--- src/include/uart_pkg.sv ---
// shared constants, types and state layout of the serial transceiver
package uart_pkg;
	localparam int      DEPTH      = 4;       // words per fifo
	localparam int      PW         = 3;       // fifo pointer width
	localparam int      TXW        = 9;       // transmit word width
	localparam int      RXW        = 11;      // data plus both error bits
	localparam logic [7:0] OFS_MODE = 8'h00;  // mode_reg
	localparam logic [7:0] OFS_STAT = 8'h04;  // status_ctrl_reg
	localparam logic [7:0] OFS_TX   = 8'h08;  // tx_write_port
	localparam logic [7:0] OFS_RX   = 8'h0c;  // rx_read_port
	localparam logic [7:0] OFS_BAUD = 8'h10;  // baud_divisor
	localparam int      B_ON       = 15;      // mode: module_on
	localparam int      B_STOP     = 0;       // mode: stop_count_select
	localparam int      B_TXISEL   = 15;      // status fields
	localparam int      B_BRK      = 11;
	localparam int      B_TXEN     = 10;
	localparam int      B_FULL     = 9;
	localparam int      B_SHEMPTY  = 8;
	localparam int      B_ADDR_DETECT_ENABLE    = 5;
	localparam int      B_RX_IDLE_FLAG    = 4;
	localparam int      B_PARITY_FLAG     = 3;
	localparam int      B_FRAMING_FLAG     = 2;
	localparam int      B_OVERRUN_FLAG     = 1;
	localparam int      B_AVAIL    = 0;
	localparam logic [1:0] FMT_8N   = 2'b00;  // format_select codes
	localparam logic [1:0] FMT_8E   = 2'b01;
	localparam logic [1:0] FMT_8O   = 2'b10;
	localparam logic [1:0] FMT_9N   = 2'b11;
	localparam logic [3:0] SUB_LAST = 4'hf;   // last tick of a bit
	localparam logic [3:0] SUB_MID  = 4'h7;   // start bit midpoint
	typedef enum logic [4:0] {
		T_IDLE = 5'b0_0001, T_START = 5'b0_0010, T_DATA = 5'b0_0100,
		T_PAR  = 5'b0_1000, T_STOP  = 5'b1_0000
	} tx_state_t;
	typedef enum logic [5:0] {
		R_IDLE = 6'b00_0001, R_START = 6'b00_0010, R_DATA = 6'b00_0100,
		R_PAR  = 6'b00_1000, R_STOP  = 6'b01_0000, R_WAIT = 6'b10_0000
	} rx_state_t;
	typedef struct packed {
		logic                      on;       // module_on
		logic [1:0]                fmt;      // format_select
		logic                      stop2;    // stop_count_select
		logic                      txisel;   // tx_irq_select
		logic                      brk;      // tx_break_force
		logic                      txen;     // tx_enable
		logic [1:0]                rxthr;    // rx_irq_threshold
		logic                      addr_detect_enable;    // addr_detect_enable
		logic                      overrun_flag;     // overrun_flag
		logic [15:0]               baud;     // baud_divisor
		logic [15:0]               bcnt;     // baud counter
		logic [DEPTH-1:0][TXW-1:0] txf;      // transmit fifo
		logic [PW-1:0]             twp;
		logic [PW-1:0]             trp;
		logic [8:0]                tsh;      // tx_shift_reg
		tx_state_t                 tst;
		logic [3:0]                tsub;
		logic [3:0]                tbit;
		logic                      tpar;
		logic [DEPTH-1:0][RXW-1:0] rxf;      // receive fifo
		logic [PW-1:0]             rwp;
		logic [PW-1:0]             rrp;
		logic [8:0]                rsh;      // rx_shift_reg
		rx_state_t                 rst;
		logic [3:0]                rsub;
		logic [3:0]                rbit;
		logic                      rpar;
		logic                      rperr;
		logic                      rferr;
		logic [8:0]                rhold;    // last word read
		logic                      sync1;
		logic                      sync2;
		logic                      out;
		logic                      oe_n;
		logic                      txirq;
		logic                      rxirq;
		logic [31:0]               prdata;
		logic                      pready;
		logic                      pslverr;
	} st_t;
endpackage : uart_pkg

--- src/core/async_serial_transceiver.sv ---
// full-duplex async serial transceiver with apb registers and fifos
`timescale 1ns/10ps
// Notes on behaviour
// - enabled module owns both serial pins
// - idle enabled transmitter drives line high
// - reset leaves module off, pins returned
// - disable empties fifos, resets baud counter
// - disable clears error/tx flags, sets idle
// - disable keeps configuration and divisor
// - disable aborts frames; re-enable starts from idle
// - format field and stop count select
// - default framing eight, none, one
// - written word queues in tx fifo; shifter loads when idle, tx enabled, no break
// - four-deep nine-bit tx fifo, full flag
// - write to full tx fifo dropped
// - reset empties both fifos
// - tx irq per transfer or on empty
// - break forces zero, no tx irq
// - rx read pops, updates error flags
// - four-deep rx fifo, avail flag, stale read
// - rx irq threshold one, three, four
// - overrun when full at stop, hold
// - framing error on zero stop, buffered
// - parity error buffered with word
module async_serial_transceiver
	import uart_pkg::*;
(
	input  wire logic        pclk,
	input  wire logic        presetn,
	input  wire logic        psel,
	input  wire logic        penable,
	input  wire logic        pwrite,
	input  wire logic [7:0]  paddr,
	input  wire logic [31:0] pwdata,
	output logic      [31:0] prdata,
	output logic             pready,
	output logic             pslverr,
	input  wire logic        serial_in,
	output logic             serial_out,
	output logic             serial_out_oe_n,
	output logic             tx_irq,
	output logic             rx_irq
);
	////////////////////////////////////////////////////////////////////////
	st_t           s;        // current state
	st_t           n;        // next state
	logic          acc;      // apb access phase
	logic          done;     // apb transfer completes
	logic [PW-1:0] tcnt;     // tx fifo fill
	logic [PW-1:0] rcnt;     // rx fifo fill
	logic          tick;     // sixteenth-bit tick
	logic          nine;     // nine-bit frames
	logic          paron;    // parity enabled
	logic          rxin;     // synchronised line
	logic [PW-1:0] rnew;     // rx fill after push
	logic [8:0]    rword;    // received data word

	// register index decode, shared by read and write paths
	function automatic logic hit(input logic [7:0] a, input logic [7:0] o);
		hit = (a == o);
	endfunction : hit

	assign acc   = psel & penable;
	assign done  = acc & s.pready;
	assign tcnt  = s.twp - s.trp;
	assign rcnt  = s.rwp - s.rrp;
	assign tick  = s.on & (s.bcnt == 16'h0000);
	assign nine  = (s.fmt == FMT_9N);
	assign paron = (s.fmt == FMT_8E) | (s.fmt == FMT_8O);
	assign rxin  = s.sync2;
	assign rnew  = rcnt + 3'(1);
	assign rword = nine ? s.rsh : {1'b0, s.rsh[8:1]};

	assign prdata          = s.prdata;
	assign pready          = s.pready;
	assign pslverr         = s.pslverr;
	assign serial_out      = s.out;
	assign serial_out_oe_n = s.oe_n;
	assign tx_irq          = s.txirq;
	assign rx_irq          = s.rxirq;

	////////////////////////////////////////////////////////////////////////
	// next-state logic for bus, baud, transmitter and receiver
	always_comb begin
		n = s;
		n.txirq = 1'b0;
		n.rxirq = 1'b0;
		n.sync1 = serial_in;
		n.sync2 = s.sync1;
		// apb: one wait state, then complete
		n.pready  = acc & ~s.pready;
		n.pslverr = 1'b0;
		if (acc & ~s.pready) begin
			n.prdata = 32'h0000_0000;
			if (hit(paddr, OFS_MODE)) begin
				n.prdata[B_ON]   = s.on;
				n.prdata[2:1]    = s.fmt;
				n.prdata[B_STOP] = s.stop2;
			end else if (hit(paddr, OFS_STAT)) begin
				n.prdata[B_TXISEL]  = s.txisel;
				n.prdata[B_BRK]     = s.brk;
				n.prdata[B_TXEN]    = s.txen;
				n.prdata[B_FULL]    = (tcnt == PW'(DEPTH));
				n.prdata[B_SHEMPTY] = (s.tst == T_IDLE);
				n.prdata[7:6]       = s.rxthr;
				n.prdata[B_ADDR_DETECT_ENABLE]   = s.addr_detect_enable;
				n.prdata[B_RX_IDLE_FLAG]   = (s.rst == R_IDLE) | (s.rst == R_WAIT);
				n.prdata[B_PARITY_FLAG]    = (rcnt != 0) & s.rxf[s.rrp[1:0]][9];
				n.prdata[B_FRAMING_FLAG]    = (rcnt != 0) & s.rxf[s.rrp[1:0]][10];
				n.prdata[B_OVERRUN_FLAG]    = s.overrun_flag;
				n.prdata[B_AVAIL]   = (rcnt != 0);
			end else if (hit(paddr, OFS_RX)) begin
				// empty fifo returns the stale word
				n.prdata[8:0] = (rcnt != 0) ? s.rxf[s.rrp[1:0]][8:0]
					: s.rhold;
			end else if (hit(paddr, OFS_BAUD)) begin
				n.prdata[15:0] = s.baud;
			end else if (!hit(paddr, OFS_TX)) begin
				n.pslverr = 1'b1;
			end
		end
		// register writes take effect at completion
		if (done & pwrite) begin
			if (hit(paddr, OFS_MODE)) begin
				n.on    = pwdata[B_ON];
				n.fmt   = pwdata[2:1];
				n.stop2 = pwdata[B_STOP];
			end
			if (hit(paddr, OFS_STAT)) begin
				n.txisel = pwdata[B_TXISEL];
				n.brk    = pwdata[B_BRK];
				n.txen   = pwdata[B_TXEN];
				n.rxthr  = pwdata[7:6];
				n.addr_detect_enable  = pwdata[B_ADDR_DETECT_ENABLE];
				// software may only clear overrun
				if (!pwdata[B_OVERRUN_FLAG])
					n.overrun_flag = 1'b0;
			end
			if (hit(paddr, OFS_BAUD))
				n.baud = pwdata[15:0];
			// full fifo drops the word untouched
			if (hit(paddr, OFS_TX) && s.on && tcnt != PW'(DEPTH)) begin
				n.txf[s.twp[1:0]] = pwdata[8:0];
				n.twp = s.twp + 3'(1);
			end
		end
		// reading the port pops the head word
		if (done & ~pwrite & hit(paddr, OFS_RX) & (rcnt != 0)) begin
			n.rrp   = s.rrp + 3'(1);
			n.rhold = s.rxf[s.rrp[1:0]][8:0];
		end
		// baud counter: tick every divisor+1 clocks
		n.bcnt = tick ? s.baud : s.bcnt - 16'h0001;
		// transmitter
		case (s.tst)
			T_IDLE: begin
				// break holds words back, so it raises no irq
				if (s.txen && !s.brk && tcnt != 0) begin
					n.tsh   = s.txf[s.trp[1:0]];
					n.trp   = s.trp + 3'(1);
					n.tst   = T_START;
					n.tsub  = 4'h0;
					n.tbit  = 4'h0;
					n.tpar  = 1'b0;
					n.txirq = ~s.txisel | (tcnt == 3'(1));
				end
			end
			T_START: begin
				if (tick) begin
					n.tsub = s.tsub + 4'h1;
					if (s.tsub == SUB_LAST)
						n.tst = T_DATA;
				end
			end
			T_DATA: begin
				if (tick) begin
					n.tsub = s.tsub + 4'h1;
					if (s.tsub == SUB_LAST) begin
						n.tsh  = {1'b0, s.tsh[8:1]};
						n.tpar = s.tpar ^ s.tsh[0];
						n.tbit = s.tbit + 4'h1;
						if (s.tbit == (nine ? 4'h8 : 4'h7)) begin
							n.tbit = 4'h0;
							n.tst  = paron ? T_PAR : T_STOP;
						end
					end
				end
			end
			T_PAR: begin
				if (tick) begin
					n.tsub = s.tsub + 4'h1;
					if (s.tsub == SUB_LAST)
						n.tst = T_STOP;
				end
			end
			T_STOP: begin
				if (tick) begin
					n.tsub = s.tsub + 4'h1;
					if (s.tsub == SUB_LAST) begin
						if (s.stop2 && s.tbit == 4'h0)
							n.tbit = 4'h1;
						else
							n.tst = T_IDLE;
					end
				end
			end
			default: n.tst = T_IDLE;
		endcase
		// line level from current state, break wins
		case (s.tst)
			T_START: n.out = 1'b0;
			T_DATA:  n.out = s.tsh[0];
			T_PAR:   n.out = s.tpar ^ (s.fmt == FMT_8O);
			default: n.out = 1'b1;
		endcase
		if (s.brk)
			n.out = 1'b0;
		// receiver
		case (s.rst)
			R_IDLE: begin
				// overrun stops new frames until cleared
				if (!s.overrun_flag && !rxin) begin
					n.rst  = R_START;
					n.rsub = 4'h0;
				end
			end
			R_START: begin
				if (tick) begin
					n.rsub = s.rsub + 4'h1;
					if (s.rsub == SUB_MID) begin
						n.rsub  = 4'h0;
						n.rbit  = 4'h0;
						n.rpar  = 1'b0;
						n.rperr = 1'b0;
						n.rferr = 1'b0;
						n.rst   = rxin ? R_IDLE : R_DATA;
					end
				end
			end
			R_DATA: begin
				if (tick) begin
					n.rsub = s.rsub + 4'h1;
					if (s.rsub == SUB_LAST) begin
						n.rsh  = {rxin, s.rsh[8:1]};
						n.rpar = s.rpar ^ rxin;
						n.rbit = s.rbit + 4'h1;
						if (s.rbit == (nine ? 4'h8 : 4'h7)) begin
							n.rbit = 4'h0;
							n.rst  = paron ? R_PAR : R_STOP;
						end
					end
				end
			end
			R_PAR: begin
				if (tick) begin
					n.rsub = s.rsub + 4'h1;
					if (s.rsub == SUB_LAST) begin
						n.rperr = s.rpar ^ rxin ^ (s.fmt == FMT_8O);
						n.rst   = R_STOP;
					end
				end
			end
			R_STOP: begin
				if (tick) begin
					n.rsub = s.rsub + 4'h1;
					if (s.rsub == SUB_LAST) begin
						n.rferr = s.rferr | ~rxin;
						if (s.stop2 && s.rbit == 4'h0) begin
							n.rbit = 4'h1;
						end else if (rcnt == PW'(DEPTH)) begin
							n.overrun_flag = 1'b1;
							n.rst  = R_IDLE;
						end else begin
							n.rxf[s.rwp[1:0]] = {n.rferr, s.rperr, rword};
							n.rwp   = s.rwp + 3'(1);
							n.rxirq = ~s.rxthr[1]
								| (s.rxthr[0] ? rnew == 3'(4)
								: rnew == 3'(3));
							// a break must end before a new start
							n.rst   = rxin ? R_IDLE : R_WAIT;
						end
					end
				end
			end
			R_WAIT: begin
				if (rxin)
					n.rst = R_IDLE;
			end
			default: n.rst = R_IDLE;
		endcase
		// pins follow the module-enable bit
		n.oe_n = ~n.on;
		// disable: flush, abort, clear flags; config kept
		if (!s.on) begin
			n.twp   = '0;
			n.trp   = '0;
			n.rwp   = '0;
			n.rrp   = '0;
			n.bcnt  = 16'h0000;
			n.tst   = T_IDLE;
			n.rst   = R_IDLE;
			n.txen  = 1'b0;
			n.brk   = 1'b0;
			n.overrun_flag  = 1'b0;
			n.out   = 1'b1;
			n.txirq = 1'b0;
			n.rxirq = 1'b0;
		end
	end

	////////////////////////////////////////////////////////////////////////
	// state register; reset gives module off, 8n1, empty fifos
	always_ff @(posedge pclk or negedge presetn) begin
		if (!presetn) begin
			s       <= '0;
			s.on    <= 1'b0;
			s.fmt   <= FMT_8N;
			s.tst   <= T_IDLE;
			s.rst   <= R_IDLE;
			s.sync1 <= 1'b1;
			s.sync2 <= 1'b1;
			s.out   <= 1'b1;
			s.oe_n  <= 1'b1;
		end else begin
			s <= n;
		end
	end
endmodule : async_serial_transceiver

--- config.mk ---
export PLATFORM = sky130hd
export DESIGN_NAME = async_serial_transceiver
export DESIGN_NICKNAME = d
export VERILOG_FILES = /design/src/include/uart_pkg.sv /design/src/core/async_serial_transceiver.sv
export SDC_FILE = /design/constraint.sdc
export NUM_CORES = 1
export LEC_CHECK = 0
export ABC_AREA = 1
export BUFFER_PORTS_ARGS = -buffer_cell sky130_fd_sc_hd__buf_2
export CAP_MARGIN = 20
export CORE_ASPECT_RATIO = 0.8
export CORE_UTILIZATION = 40
export DETAILED_ROUTE_END_ITERATION = 7
export PLACE_DENSITY_LB_ADDON = 0.05
export REMOVE_ABC_BUFFERS = 1
export SLEW_MARGIN = 30
export SYNTH_ARGS = -nofsm -noshare
export SYNTH_HDL_FRONTEND = slang
export SYNTH_SLANG_ARGS = --single-unit
--- constraint.sdc ---
create_clock -name pclk -period 2.58 [get_ports pclk]
set_input_delay 0.516 -clock pclk [delete_from_list [all_inputs] [get_ports pclk]]
set_output_delay 0.516 -clock pclk [all_outputs]
set_load 0.01 [all_outputs]
-- After elaboration in Yosys (flattened, before gate mapping)
Cells that the tools add are included.
Widths: inputs -> output; s select.
- register bits: 217
- output and inout bits: 38
- logic and storage cells: 335
- input bits: 46
- equal/unequal tests: 81
- reduce and logical (&&, ||, !) cells: 46
- $lt $le $gt $ge: 6
- add/subtract/negate cells: 12
- bitwise operators: 27
- muxes and demuxes: 118
- operator list (cell ; count):
    $mux 6 ; 11
    $ne 3x3->1 const B ; 22
    $mux 16 ; 4
    $mux 9 ; 7
    $mux 5 ; 10
    $bwmux 44 ; 1
    $pmux 4 s5 ; 2
    $bwmux 36 ; 1
    $mux 3 ; 12
    $ne 2x2->1 const B ; 18
    $pmux 6 s6 ; 1
    $mux 17 ; 2
    $mux 4 ; 8
    $mux 1 ; 29
    $mux 14 ; 2
    $mux 27 ; 1
    $mux 26 ; 1
    $pmux 5 s5 ; 1
    $reduce_and 5->1 ; 5
    $mux 12 ; 2
    $pmux 4 s3 ; 2
    $mux 23 ; 1
    $bmux 11 s2 ; 1
    $demux 11 s2 ; 1
    61 further kinds ; 145

-- Logic depth before layout (Yosys ltp)
Gate-level depths: netlist of run 1.
- word-level depth: 11
- mapped depth: 15
- depth with buffers taken out: 15

-- Worst setup path before layout of run 1
No wires, ideal clock.
- kind: register -> register
- start point: register s[76] (netlist bit)
- end point: register s[102] (netlist bit)
- stages on the path, launching flop included: 13
- arrival time: 2199 ps
- setup time: 66 ps
- required time: 2514 ps
- period minus slack after synthesis: 2265 ps
- path slack: 315 ps
- buffers on the path: 1
- path through: dfrtp_1 -> clkinv_1 -> fa_1 -> inv_1 -> ha_1 -> inv_1 -> nor2_2 -> inv_2 -> nand2_2 -> nor2_8 -> buf_6 -> nand4_1 -> nand2_1
- cells in the longest elaborated chain, start to end: 4
- ends and longest elaborated chain (item ; line ; RTL):
    start: declaration ; async_serial_transceiver.sv:45 ; st_t s;
    start signal: assignment ; async_serial_transceiver.sv:325 ; s <= n;
    $sub 3x3->3 ; async_serial_transceiver.sv:66 ; assign rcnt = s.rwp - s.rrp;
    $eq 3x3->1 ; async_serial_transceiver.sv:270 ; end else if (rcnt == PW'(DEPTH)) begin
    $not 1->1 (no line) ; -- ;
    $reduce_and 5->1 (no line) ; -- ;
Every way passes these cells.
A chain may end at the register's enable or synchronous reset.

-- Final worst setup path of run 1
- start point: register s[78] (netlist bit)
- end point: register s[96] (netlist bit)
- cells in the longest elaborated chain, start to end: 5
- elaborated cells between the ends (all ways): 10
- those cells by class: 1 x add/sub; 2 x order compare; 1 x eq/ne; 3 x mux; 1 x bitwise; 2 x reduce/logical
- ends and longest elaborated chain (item ; line ; RTL):
    $lt 2x3->1 (implied by the code) or $ge 2x1->1 (tied branches) ; async_serial_transceiver.sv:274 ; n.rxf[s.rwp[1:0]] = {n.rferr, s.rperr, rword};
    $logic_and 1x1->1 (implied by the code) ; async_serial_transceiver.sv:274 ;
    $mux 11 (implied by the code) ; async_serial_transceiver.sv:274 ;
    $demux 11 s2 ; async_serial_transceiver.sv:274 ;
    $bwmux 44 ; async_serial_transceiver.sv:274 ;
Parallel ways exist; a longest one is shown, timed or not.

==> reports/qor.txt, run 1 <==
Final Hold Fails: 0
Post-synth ARST share: 100%
Buf/Inv on CP: 6
syn_area_per_cell: 7.72 um^2
# rows: 56
DRT antenna net count: 0
final-report setup violation count: 0
synthesized flop and latch total: 217
maximum root-to-sink buffer count: 3
NumNets Final: 1682
vias per cell: 5.11
final setup margin: 0.231 ns
CTS H-Tree Depth: 1
antenna violations before repair: 1
die area: 30600 um^2
grt ovf: 0
Worst EP required: 3.05 ns
Chip Width: 195 um
Post-synth EDFFs: 0
Avg WL per Cell: 16.6 um
skew final: 0.0214 ns
I/O Buffers: 51
gp weighted congestion: 0.837
critical path arrival: 2.82 ns
via count: 10.3k
vias in the first global route: 9530
Area Growth Syn to Fin: 13.2%
Cell Area, Synth: 12000 um^2
hold wc startpoint: serial_in
Pre-antenna DRT Iters: 5
Worst path most repeated cell: inv_1
core area: 29400 um^2
I/O pins: 84
Pins Over Slew Limit: 0
top-area cell type share of the netlist area: 44.1%
CTS Sinks: 217
Clock Power Share: 43.7%
hold_ws: 0.0970 ns
CTS tree: built
Total Routing Usage GR: 22.2%
endpoint class of the critical path: flop
worst r2r src: s[78]$_DFFE_PN0P_
Crit Path Class: flop to flop
CP top delay family: adder cells
relative slew slack: 58.2%
largest net degree at the start of global routing: 54
setup_tns: 0 ns
max incr delay on CP: 0.50 ns
Seq/Total Area, Yosys: 45.4%
Syn Inst Count: 1551
Filler cells: 2959
Synth area leaders: dfrtp_1, nand2_1, nand3_1
Logic pwr share: 11.4%
Root Buffer: clkbuf_16
Critical Path Slowest Stage Cell: fa_1
DP Wirelength: 23100 um
Top FF cell, synth: dfrtp_1
Crit Path Max Fanout: 22
power per cell area: 592 nW/um^2
Least-Margin Pin Slew: 0.620 ns
Sw Share: 27.2%
Storage cell area: 5440 um^2
DRT iter0 DRCs: 945
clock latency on the worst-skew pair: 0.54 ns
detailed-route DRC error count: 0
critical path startpoint: s[78]$_DFFE_PN0P_
crit path launch type: flop
leakage power figure: 6.89 nW
max-cap violation count: 0
worst-path cell chain: inv_1, ha_1, inv_1, fa_1, inv_1, ha_1, inv_1, nor2_2, inv_2, nand2_2, nor2_8, clkbuf_16, nand4_1, nand2_1
layout cells sized above 1: 13.0%
Multi-input gate area: 5550 um^2
Hold Crit Class: input pin to flop
initial cell density of the core: 40.8%
sw power: 0.00218 W
Num CTS Buffers: 25
register share of total power: 44.9%
yosys warns: 0
first-pass GRT wire length: 53600 um
min Tclk post-route: 2.35 ns
P_int: 0.00584 W
pre-CTS setup slack: 0.193 ns
# diodes: 0
clock slew at reported path FFs: 0.06 ns
Die Y: 157 um
Yosys top cell by area: dfrtp_1
status: finished clean
RSZ-0062 raised after global routing: no
synth unique cells: 49
Routed Wire Length: 33300 um
Worst VDD drop: 0.550 mV
fmax: 426 MHz
Final period util: 91.0%
## per-layer routing
layer	vias up	track usage, %	part of all wire (%)
li1	5124	-	-
met1	4835	35.0	53
met2	262	32.0	40
met3	37	2.67	5.3
met4	0	4.46	1.8
met5	-	0	0
## cell usage in the layout (no fill, tap or decap), types with 7 or more instances in the layout
master and n:
nor2_1 119, buf_4 49, o21ai_1 30, dfrtp_1 210, nand2_2 9, a21oi_1 27
conb_1 16, o21ai_0 109, nand4_1 69, nand3_1 126, nand2_1 497, clkbuf_16 26
nor2_2 8, xnor2_1 9, clkinv_2 7, o22ai_1 16, inv_2 7, xor2_1 17
ha_1 24, buf_2 50, inv_1 119
## cells by family (layout without fill, tap and decap cells)
family	Yosys count	in the layout	share of synthesized area (%)
buffers and inverters	222	285	8.69
AO/OA/AOI/OAI	194	194	8.65
AND/OR/NAND/NOR	864	864	32.4
flip-flops	217	217	45.4
other	1	16	0.0313
adder cells (fa/ha/maj)	26	26	2.84
XOR/XNOR	26	26	1.90
multiplexers	1	1	0.0941
## repair_timing
action                                  4_1_cts  5_1_grt
endpoints found under the hold margin        49        0
buffers inserted                              0        3
hold buffers                                  1        0
endpoints found under the setup margin        0       29
resized for setup                             0        2
## power groups by stage
stage                     sequential (W)  combinational [W]  clock (W)
after global placement           0.00366           0.000904          0
after global routing             0.00361            0.00103    0.00374
after detailed placement         0.00366           0.000909          0
after CTS                        0.00360           0.000918    0.00360
after floorplan                  0.00365           0.000616          0
final                            0.00360           0.000913    0.00350
## synth_stat cells (17+ instances only)
cell type and count:
nor2_1 120, buf_2 20, xor2_1 17, a21oi_1 27, inv_1 119, nand4_1 69
o21ai_0 109, o21ai_1 30, dfrtp_1 211, buf_4 32, nand2_1 498, ha_1 24
nand3_1 126, clkbuf_1 28
## final timing paths
kind                            slack [ns]                 end  cells after the start
worst max-delay path                  0.23   s[96]$_DFFE_PN0P_                     14
worst min-delay path                   0.1     n[38]$_DFF_PN1_                      1
worst max register to register        0.23   s[96]$_DFFE_PN0P_                     14
worst min register to register        0.36      rxin$_DFF_PN1_                      0
max in group asynchronous             1.40  s[134]$_DFFE_PN1P_                      3
min in group asynchronous             0.50  s[116]$_DFFE_PN0P_                      2
## worst reg2reg max path, delay by kind of cell (launching register included)
family                   cells  cell delay [ns]
AND/OR/NAND/NOR              5             0.49
adder cells (fa/ha/maj)      3             0.84
buffers and inverters        6             0.56
flip-flops                   1             0.40
## layout make-up
cell class,instances,share of cell area [%]
Sequential cell,217,40.2
Tap cell,377,3.48
Clock buffer,36,5.29
Timing Repair Buffer,108,5.82
Clock inverter,10,0.619
Inverter,131,3.64
Multi-Input combinational cell,1127,41.0
## per-stage QoR
step	utilization, %	power (W)	cells	cell area (um^2)
2_1_floorplan	-	0.00426	1475	11500
3_3_place_gp	43.2	0.00457	1955	12700
5_1_grt	46.1	0.00839	2006	13500
4_1_cts	46.0	0.00812	2002	13500
6_report	46.1	0.00802	2006	13500
3_5_place_dp	43.2	0.00457	1955	12700
## flip-flops by register name, indices dropped and copies added, names as in the netlist
signal           flops
n                    1
prdata              16
pready               1
pslverr              1
rx_irq               1
rxin                 1
s                  193
serial_out           1
serial_out_oe_n      1
tx_irq               1
No activity file was read; power rests on OpenSTA's default activity.
==> run 2, diff against run 1 <==
CORE_UTILIZATION = 25   (was 40)
==> run 2 against run 1 <==
Compared with the run above: sequential share of layout area is 1.5 points lower; clock power is 15% higher; worst hold slack worse by 0.031 ns; critical path type unchanged; via count is 1.1% lower; routed wire length is 17% higher.
==> reports/qor.txt, run 2 (same netlist as run 1, synthesis figures left out) <==
I/O Buffers: 51 (unchanged)
Storage cell area: 5440 um^2 (unchanged)
endpoint class of the critical path: flop
Root Buffer: clkbuf_16
Crit Path Class: flop to flop
max incr delay on CP: 0.51 ns (about the same)
Worst VDD drop: 0.414 mV (-25%)
Critical Path Slowest Stage Cell: fa_1
DP Wirelength: 27400 um (+18%)
DRT antenna net count: 0 (unchanged)
Pins Over Slew Limit: 0 (unchanged)
Clock Power Share: 46.9% (+3.2 points)
CP top delay family: adder cells
register share of total power: 42.0% (-2.9 points)
hold_ws: 0.0663 ns (-0.0307 ns)
Hold Crit Class: input pin to flop
power per cell area: 611 nW/um^2 (+3.2%)
Final period util: 93.1% (+2.1 points)
first-pass GRT wire length: 61200 um (+14%)
Avg WL per Cell: 17.2 um (+4.0%)
Routed Wire Length: 39000 um (+17%)
via count: 10.1k (-1.1%)
final-report setup violation count: 0 (unchanged)
core area: 47100 um^2 (+60%)
worst-path cell chain: inv_1, ha_1, inv_1, fa_1, inv_1, ha_1, inv_1, nor2_2, inv_4, nand2_2, nor2_8, clkbuf_16, nand4_1, nand2_1
vias per cell: 4.49 (-12%)
placed inst area: 13100 um^2 (+3.0%)
clock latency on the worst-skew pair: 0.57 ns (+0.03 ns)
layout cells sized above 1: 13.5% (+0.59 points)
Layout Cells excl Fill: 2260 (+13%)
initial cell density of the core: 25.4% (-15 points)
commonest non-fill, non-tap cell in the layout: nand2_1
Pwr Total: 0.00859 W (+7.1%)
Top reg by flops: s
Worst EP required: 3.08 ns (+0.03 ns)
relative slew slack: 63.4% (+5.2 points)
max FFs per register: 193 (unchanged)
leakage power figure: 7.02 nW (+1.9%)
dpl cells: 2207 (+13%)
vias in the first global route: 9842 (+3.3%)
highest-count cells in the layout ignoring fill and taps: nand2_1, dfrtp_1, nand3_1
status: finished clean
maximum root-to-sink buffer count: 3 (unchanged)
antenna violations before repair: 0 (-1)
Least-Margin Pin Slew: 0.548 ns (-0.0721 ns)
critical path arrival: 2.91 ns (+0.09 ns)
grt ovf: 0 (unchanged)
Total Routing Usage GR: 16.4% (-5.8 points)
RSZ-0062 raised after global routing: no
fmax: 416 MHz (-2.2%)
min Tclk post-route: 2.40 ns (+0.0530 ns)
Die Y: 198 um (+26%)
Final Hold Fails: 0 (unchanged)
I/O pins: 84 (unchanged)
largest net degree at the start of global routing: 69 (+28%)
Final Instance Area: 14100 um^2 (+3.9%)
setup_tns: 0 ns (unchanged)
max-cap violation count: 0 (unchanged)
crit path launch type: flop
die area: 48800 um^2 (+59%)
CTS Sinks: 217 (unchanged)
gp weighted congestion: 0.788 (-5.8%)
Logic pwr share: 11.1% (-0.3 points)
Sw Share: 27.0% (-0.17 points)
sw power: 0.00232 W (+6.5%)
Chip Width: 247 um (+26%)
detailed-route DRC error count: 0 (unchanged)
CTS H-Tree Depth: 1 (unchanged)
Num CTS Buffers: 28 (+12%)
Pre-antenna DRT Iters: 7 (+2)
skew final: 0.0223 ns (+0.000958 ns)
Worst path most repeated cell: inv_1
# rows: 71 (+27%)
Multi-input gate area: 5560 um^2 (+0.23%)
DRT iter0 DRCs: 709 (-25%)
Area Growth Syn to Fin: 17.5%
CTS tree: built
Post-CTS Setup Inserts: 0 (unchanged)
NumNets Final: 1691 (+0.54%)
P_int: 0.00627 W (+7.4%)
Filler cells: 5172 (+75%)
Crit Path Max Fanout: 22 (unchanged)
Buf/Inv on CP: 6 (unchanged)
clock slew at reported path FFs: 0.06 ns (about the same)
-- run 2: worst reg2reg max path, cell delays in order (launching register included) --
cell	delay, ns
dfrtp_1	0.40
inv_1	0.08
ha_1	0.13
inv_1	0.04
fa_1	0.51
inv_1	0.05
ha_1	0.22
inv_1	0.08
nor2_2	0.06
inv_4	0.11
nand2_2	0.10
nor2_8	0.15
clkbuf_16	0.22
nand4_1	0.10
nand2_1	0.09
-- run 2: timing repair --
item	in CTS	in global routing
resized for setup	0	6
setup endpoints to repair	0	70
hold endpoints to repair	32	0
hold buffers	1	0
-- run 2: through the flow --
step	utilization [%]	setup WS (ns)
after detailed placement	27.7	0.106
after floorplan	-	-0.123
after CTS	29.8	0.0993
after global routing	29.9	0.000709
final	29.9	0.178
after global placement	27.7	0.135
-- run 2: path summary, 6_finish.rpt --
path	startpoint	endpoint	slack, ns	cells after the start
worst max-delay path	s[78]$_DFFE_PN0P_	s[117]$_DFFE_PN0P_	0.18	14
worst min-delay path	serial_in	n[38]$_DFF_PN1_	0.07	1
worst max register to register	s[78]$_DFFE_PN0P_	s[117]$_DFFE_PN0P_	0.18	14
worst min register to register	n[38]$_DFF_PN1_	rxin$_DFF_PN1_	0.37	0
max in group asynchronous	presetn	s[69]$_DFFE_PN0P_	1.40	3
min in group asynchronous	presetn	s[220]$_DFFE_PN0P_	0.42	2
-- run 2: layout make-up --
type | count | share of cell area [%]
Inverter | 131 | 3.52
Multi-Input combinational cell | 1127 | 39.6
Antenna cell | 1 | 0.0178
Clock buffer | 44 | 6.05
Tap cell | 620 | 5.51
Sequential cell | 217 | 38.7
Timing Repair Buffer | 114 | 6.01
Clock inverter | 6 | 0.667
-- run 2: power groups by stage --
stage / Clock (W) / Sequential [W] / Combinational (W)
after global routing: 0.00435 / 0.00362 / 0.00111
after detailed placement: 0 / 0.00367 / 0.000959
after floorplan: 0 / 0.00365 / 0.000616
after CTS: 0.00422 / 0.00360 / 0.000968
final: 0.00403 / 0.00360 / 0.000954
after global placement: 0 / 0.00367 / 0.000965
-- run 2: layer usage --
layer	wire length [um]	up-vias	GRT usage (%)
met1	21000	4744	26.2
met3	1610	45	2.26
li1	-	5174	-
met4	626	0	2.99
met2	15800	179	22.9
met5	0	-	0
==> run 3, diff against run 2 <==
CORE_MARGIN = 4   (was not set)
REMOVE_ABC_BUFFERS = not set   (was 1)
SKIP_CTS_REPAIR_TIMING = 1   (was not set)
==> run 3 against run 2 <==
Compared with the run above: setup slack got worse by 0.019 ns; count of clock-buffer cells in the layout rose by 2; clock skew decreased by 0.012 ns; critical endpoint is now s[120]$_DFFE_PN0P_.
==> reports/qor.txt, run 3 (same netlist as run 1, synthesis figures left out) <==
register share of total power: 41.3% (-0.7 points)
fmax: 413 MHz (-0.79%)
detailed-route DRC error count: 0 (unchanged)
min Tclk post-route: 2.42 ns (+0.0191 ns)
first-pass GRT wire length: 62700 um (+2.6%)
CTS tree: built
critical path arrival: 2.91 ns (about the same)
CTS Sinks: 217 (unchanged)
Worst EP required: 3.07 ns (about the same)
Crit Path Max Fanout: 8 (-64%)
max incr delay on CP: 0.56 ns (+0.05 ns)
Multi-input gate area: 5570 um^2 (+0.13%)
worst-path cell chain: inv_2, ha_1, inv_1, fa_1, inv_1, ha_2, inv_1, nor2_2, inv_4, nand2_4, nor2_8, clkbuf_16, nand4_1, nand2_1
CP top delay family: adder cells
Die Y: 204 um (+3.0%)
Avg WL per Cell: 17.7 um (+2.5%)
I/O pins: 84 (unchanged)
setup_tns: 0 ns (unchanged)
sw power: 0.00233 W (+0.38%)
vias per cell: 4.54 (+1.3%)
crit path launch type: flop
Logic pwr share: 10.9% (-0.2 points)
endpoint class of the critical path: flop
P_int: 0.00641 W (+2.2%)
Filler cells: 5119 (-1.0%)
DRT antenna net count: 0 (unchanged)
Routed Wire Length: 40200 um (+3.1%)
Hold Crit Class: input pin to flop
die area: 51500 um^2 (+5.5%)
Worst VDD drop: 0.426 mV (+2.8%)
Final Hold Fails: 0 (unchanged)
layout cells sized above 1: 14.4% (+0.84 points)
final-report setup violation count: 0 (unchanged)
leakage power figure: 7.10 nW (+1.2%)
grt ovf: 0 (unchanged)
hold_ws: 0.0694 ns (+0.00306 ns)
vias in the first global route: 10.1k (+2.2%)
Critical Path Slowest Stage Cell: fa_1
core area: 47200 um^2 (+0.19%)
Top reg by flops: s
final setup margin: 0.159 ns (-0.0191 ns)
relative slew slack: 56.5% (-6.9 points)
power per cell area: 612 nW/um^2 (+0.24%)
max FFs per register: 193 (unchanged)
DP Wirelength: 28300 um (+3.5%)
Area Growth Syn to Fin: 19.3%
highest-count cells in the layout ignoring fill and taps: nand2_1, dfrtp_1, nand3_1
Crit Path Class: flop to flop
antenna violations before repair: 0 (unchanged)
status: finished clean
clock slew at reported path FFs: 0.06 ns (about the same)
Least-Margin Pin Slew: 0.653 ns (+0.104 ns)
Num CTS Buffers: 28 (unchanged)
NumNets Final: 1704 (+0.77%)
Chip Width: 253 um (+2.4%)
DRT iter0 DRCs: 674 (-4.9%)
# rows: 71 (unchanged)
largest net degree at the start of global routing: 73 (+5.8%)
maximum root-to-sink buffer count: 3 (unchanged)
Final period util: 93.8% (+0.74 points)
Worst path most repeated cell: inv_1
placed inst area: 13100 um^2 (+0.33%)
skew final: 0.0105 ns (-0.0118 ns)
Final Instance Area: 14300 um^2 (+1.5%)
# diodes: 0 (-1)
pre-CTS setup slack: 0.141 ns (+0.0357 ns)
Clock Power Share: 47.7% (+0.8 points)
Root Buffer: clkbuf_16
gp weighted congestion: 0.798 (+1.2%)
I/O Buffers: 51 (unchanged)
max-cap violation count: 0 (unchanged)
via count: 10.3k (+1.9%)
Buf/Inv on CP: 6 (unchanged)
commonest non-fill, non-tap cell in the layout: nand2_1
CTS H-Tree Depth: 1 (unchanged)
initial cell density of the core: 25.4% (-0.048 points)
Pins Over Slew Limit: 0 (unchanged)
Storage cell area: 5440 um^2 (unchanged)
Final Core Density: 30.3% (+0.38 points)
Pre-antenna DRT Iters: 5 (-2)
clock latency on the worst-skew pair: 0.56 ns (about the same)
Sw Share: 26.7% (-0.35 points)
Total Routing Usage GR: 15.5% (-0.83 points)
## run 3: final timing paths
kind / depth (start not counted) / slack [ns] / to / startpoint
min in group asynchronous: 2 / 0.54 / s[217]$_DFFE_PN0P_ / presetn
hold / removal: 1 / 0.07 / n[38]$_DFF_PN1_ / serial_in
setup / recovery: 14 / 0.16 / s[120]$_DFFE_PN0P_ / s[78]$_DFFE_PN0P_
max in group asynchronous: 3 / 1.33 / s[232]$_DFF_PN0_ / presetn
hold reg to reg: 0 / 0.36 / rxin$_DFF_PN1_ / n[38]$_DFF_PN1_
setup reg to reg: 14 / 0.16 / s[120]$_DFFE_PN0P_ / s[78]$_DFFE_PN0P_
## run 3: per-stage QoR
| stage | instances | power (W) |
|---|---|---|
| after CTS | 2263 | 0.00891 |
| final | 2274 | 0.00874 |
| after global placement | 2211 | 0.00464 |
| after detailed placement | 2211 | 0.00464 |
| after global routing | 2274 | 0.00921 |
| after floorplan | 1566 | 0.00429 |
## run 3: power by group through the flow
stage / clock network [W] / registers (W) / logic [W]
CTS: 0.00433 / 0.00361 / 0.000974
finish: 0.00417 / 0.00361 / 0.000956
floorplan: 0 / 0.00364 / 0.000641
global placement: 0 / 0.00367 / 0.000970
detailed placement: 0 / 0.00367 / 0.000971
global route: 0.00447 / 0.00362 / 0.00112
## run 3: routing by layer
metal	up-vias	global-route usage (%)	wire, um
li1	5186	-	-
met1	4962	25.3	22200
met2	154	21.7	15900
met3	33	2.30	1560
met4	0	2.44	558
met5	-	0	0
## run 3: area by class of cell
cell class / count / area share, %
tap: 620 / 5.44
inverter: 131 / 3.47
sequential: 217 / 38.1
clock buffer: 46 / 6.09
timing repair buffer: 127 / 7.12
multi-input combinational: 1127 / 39.0
clock inverter: 6 / 0.736
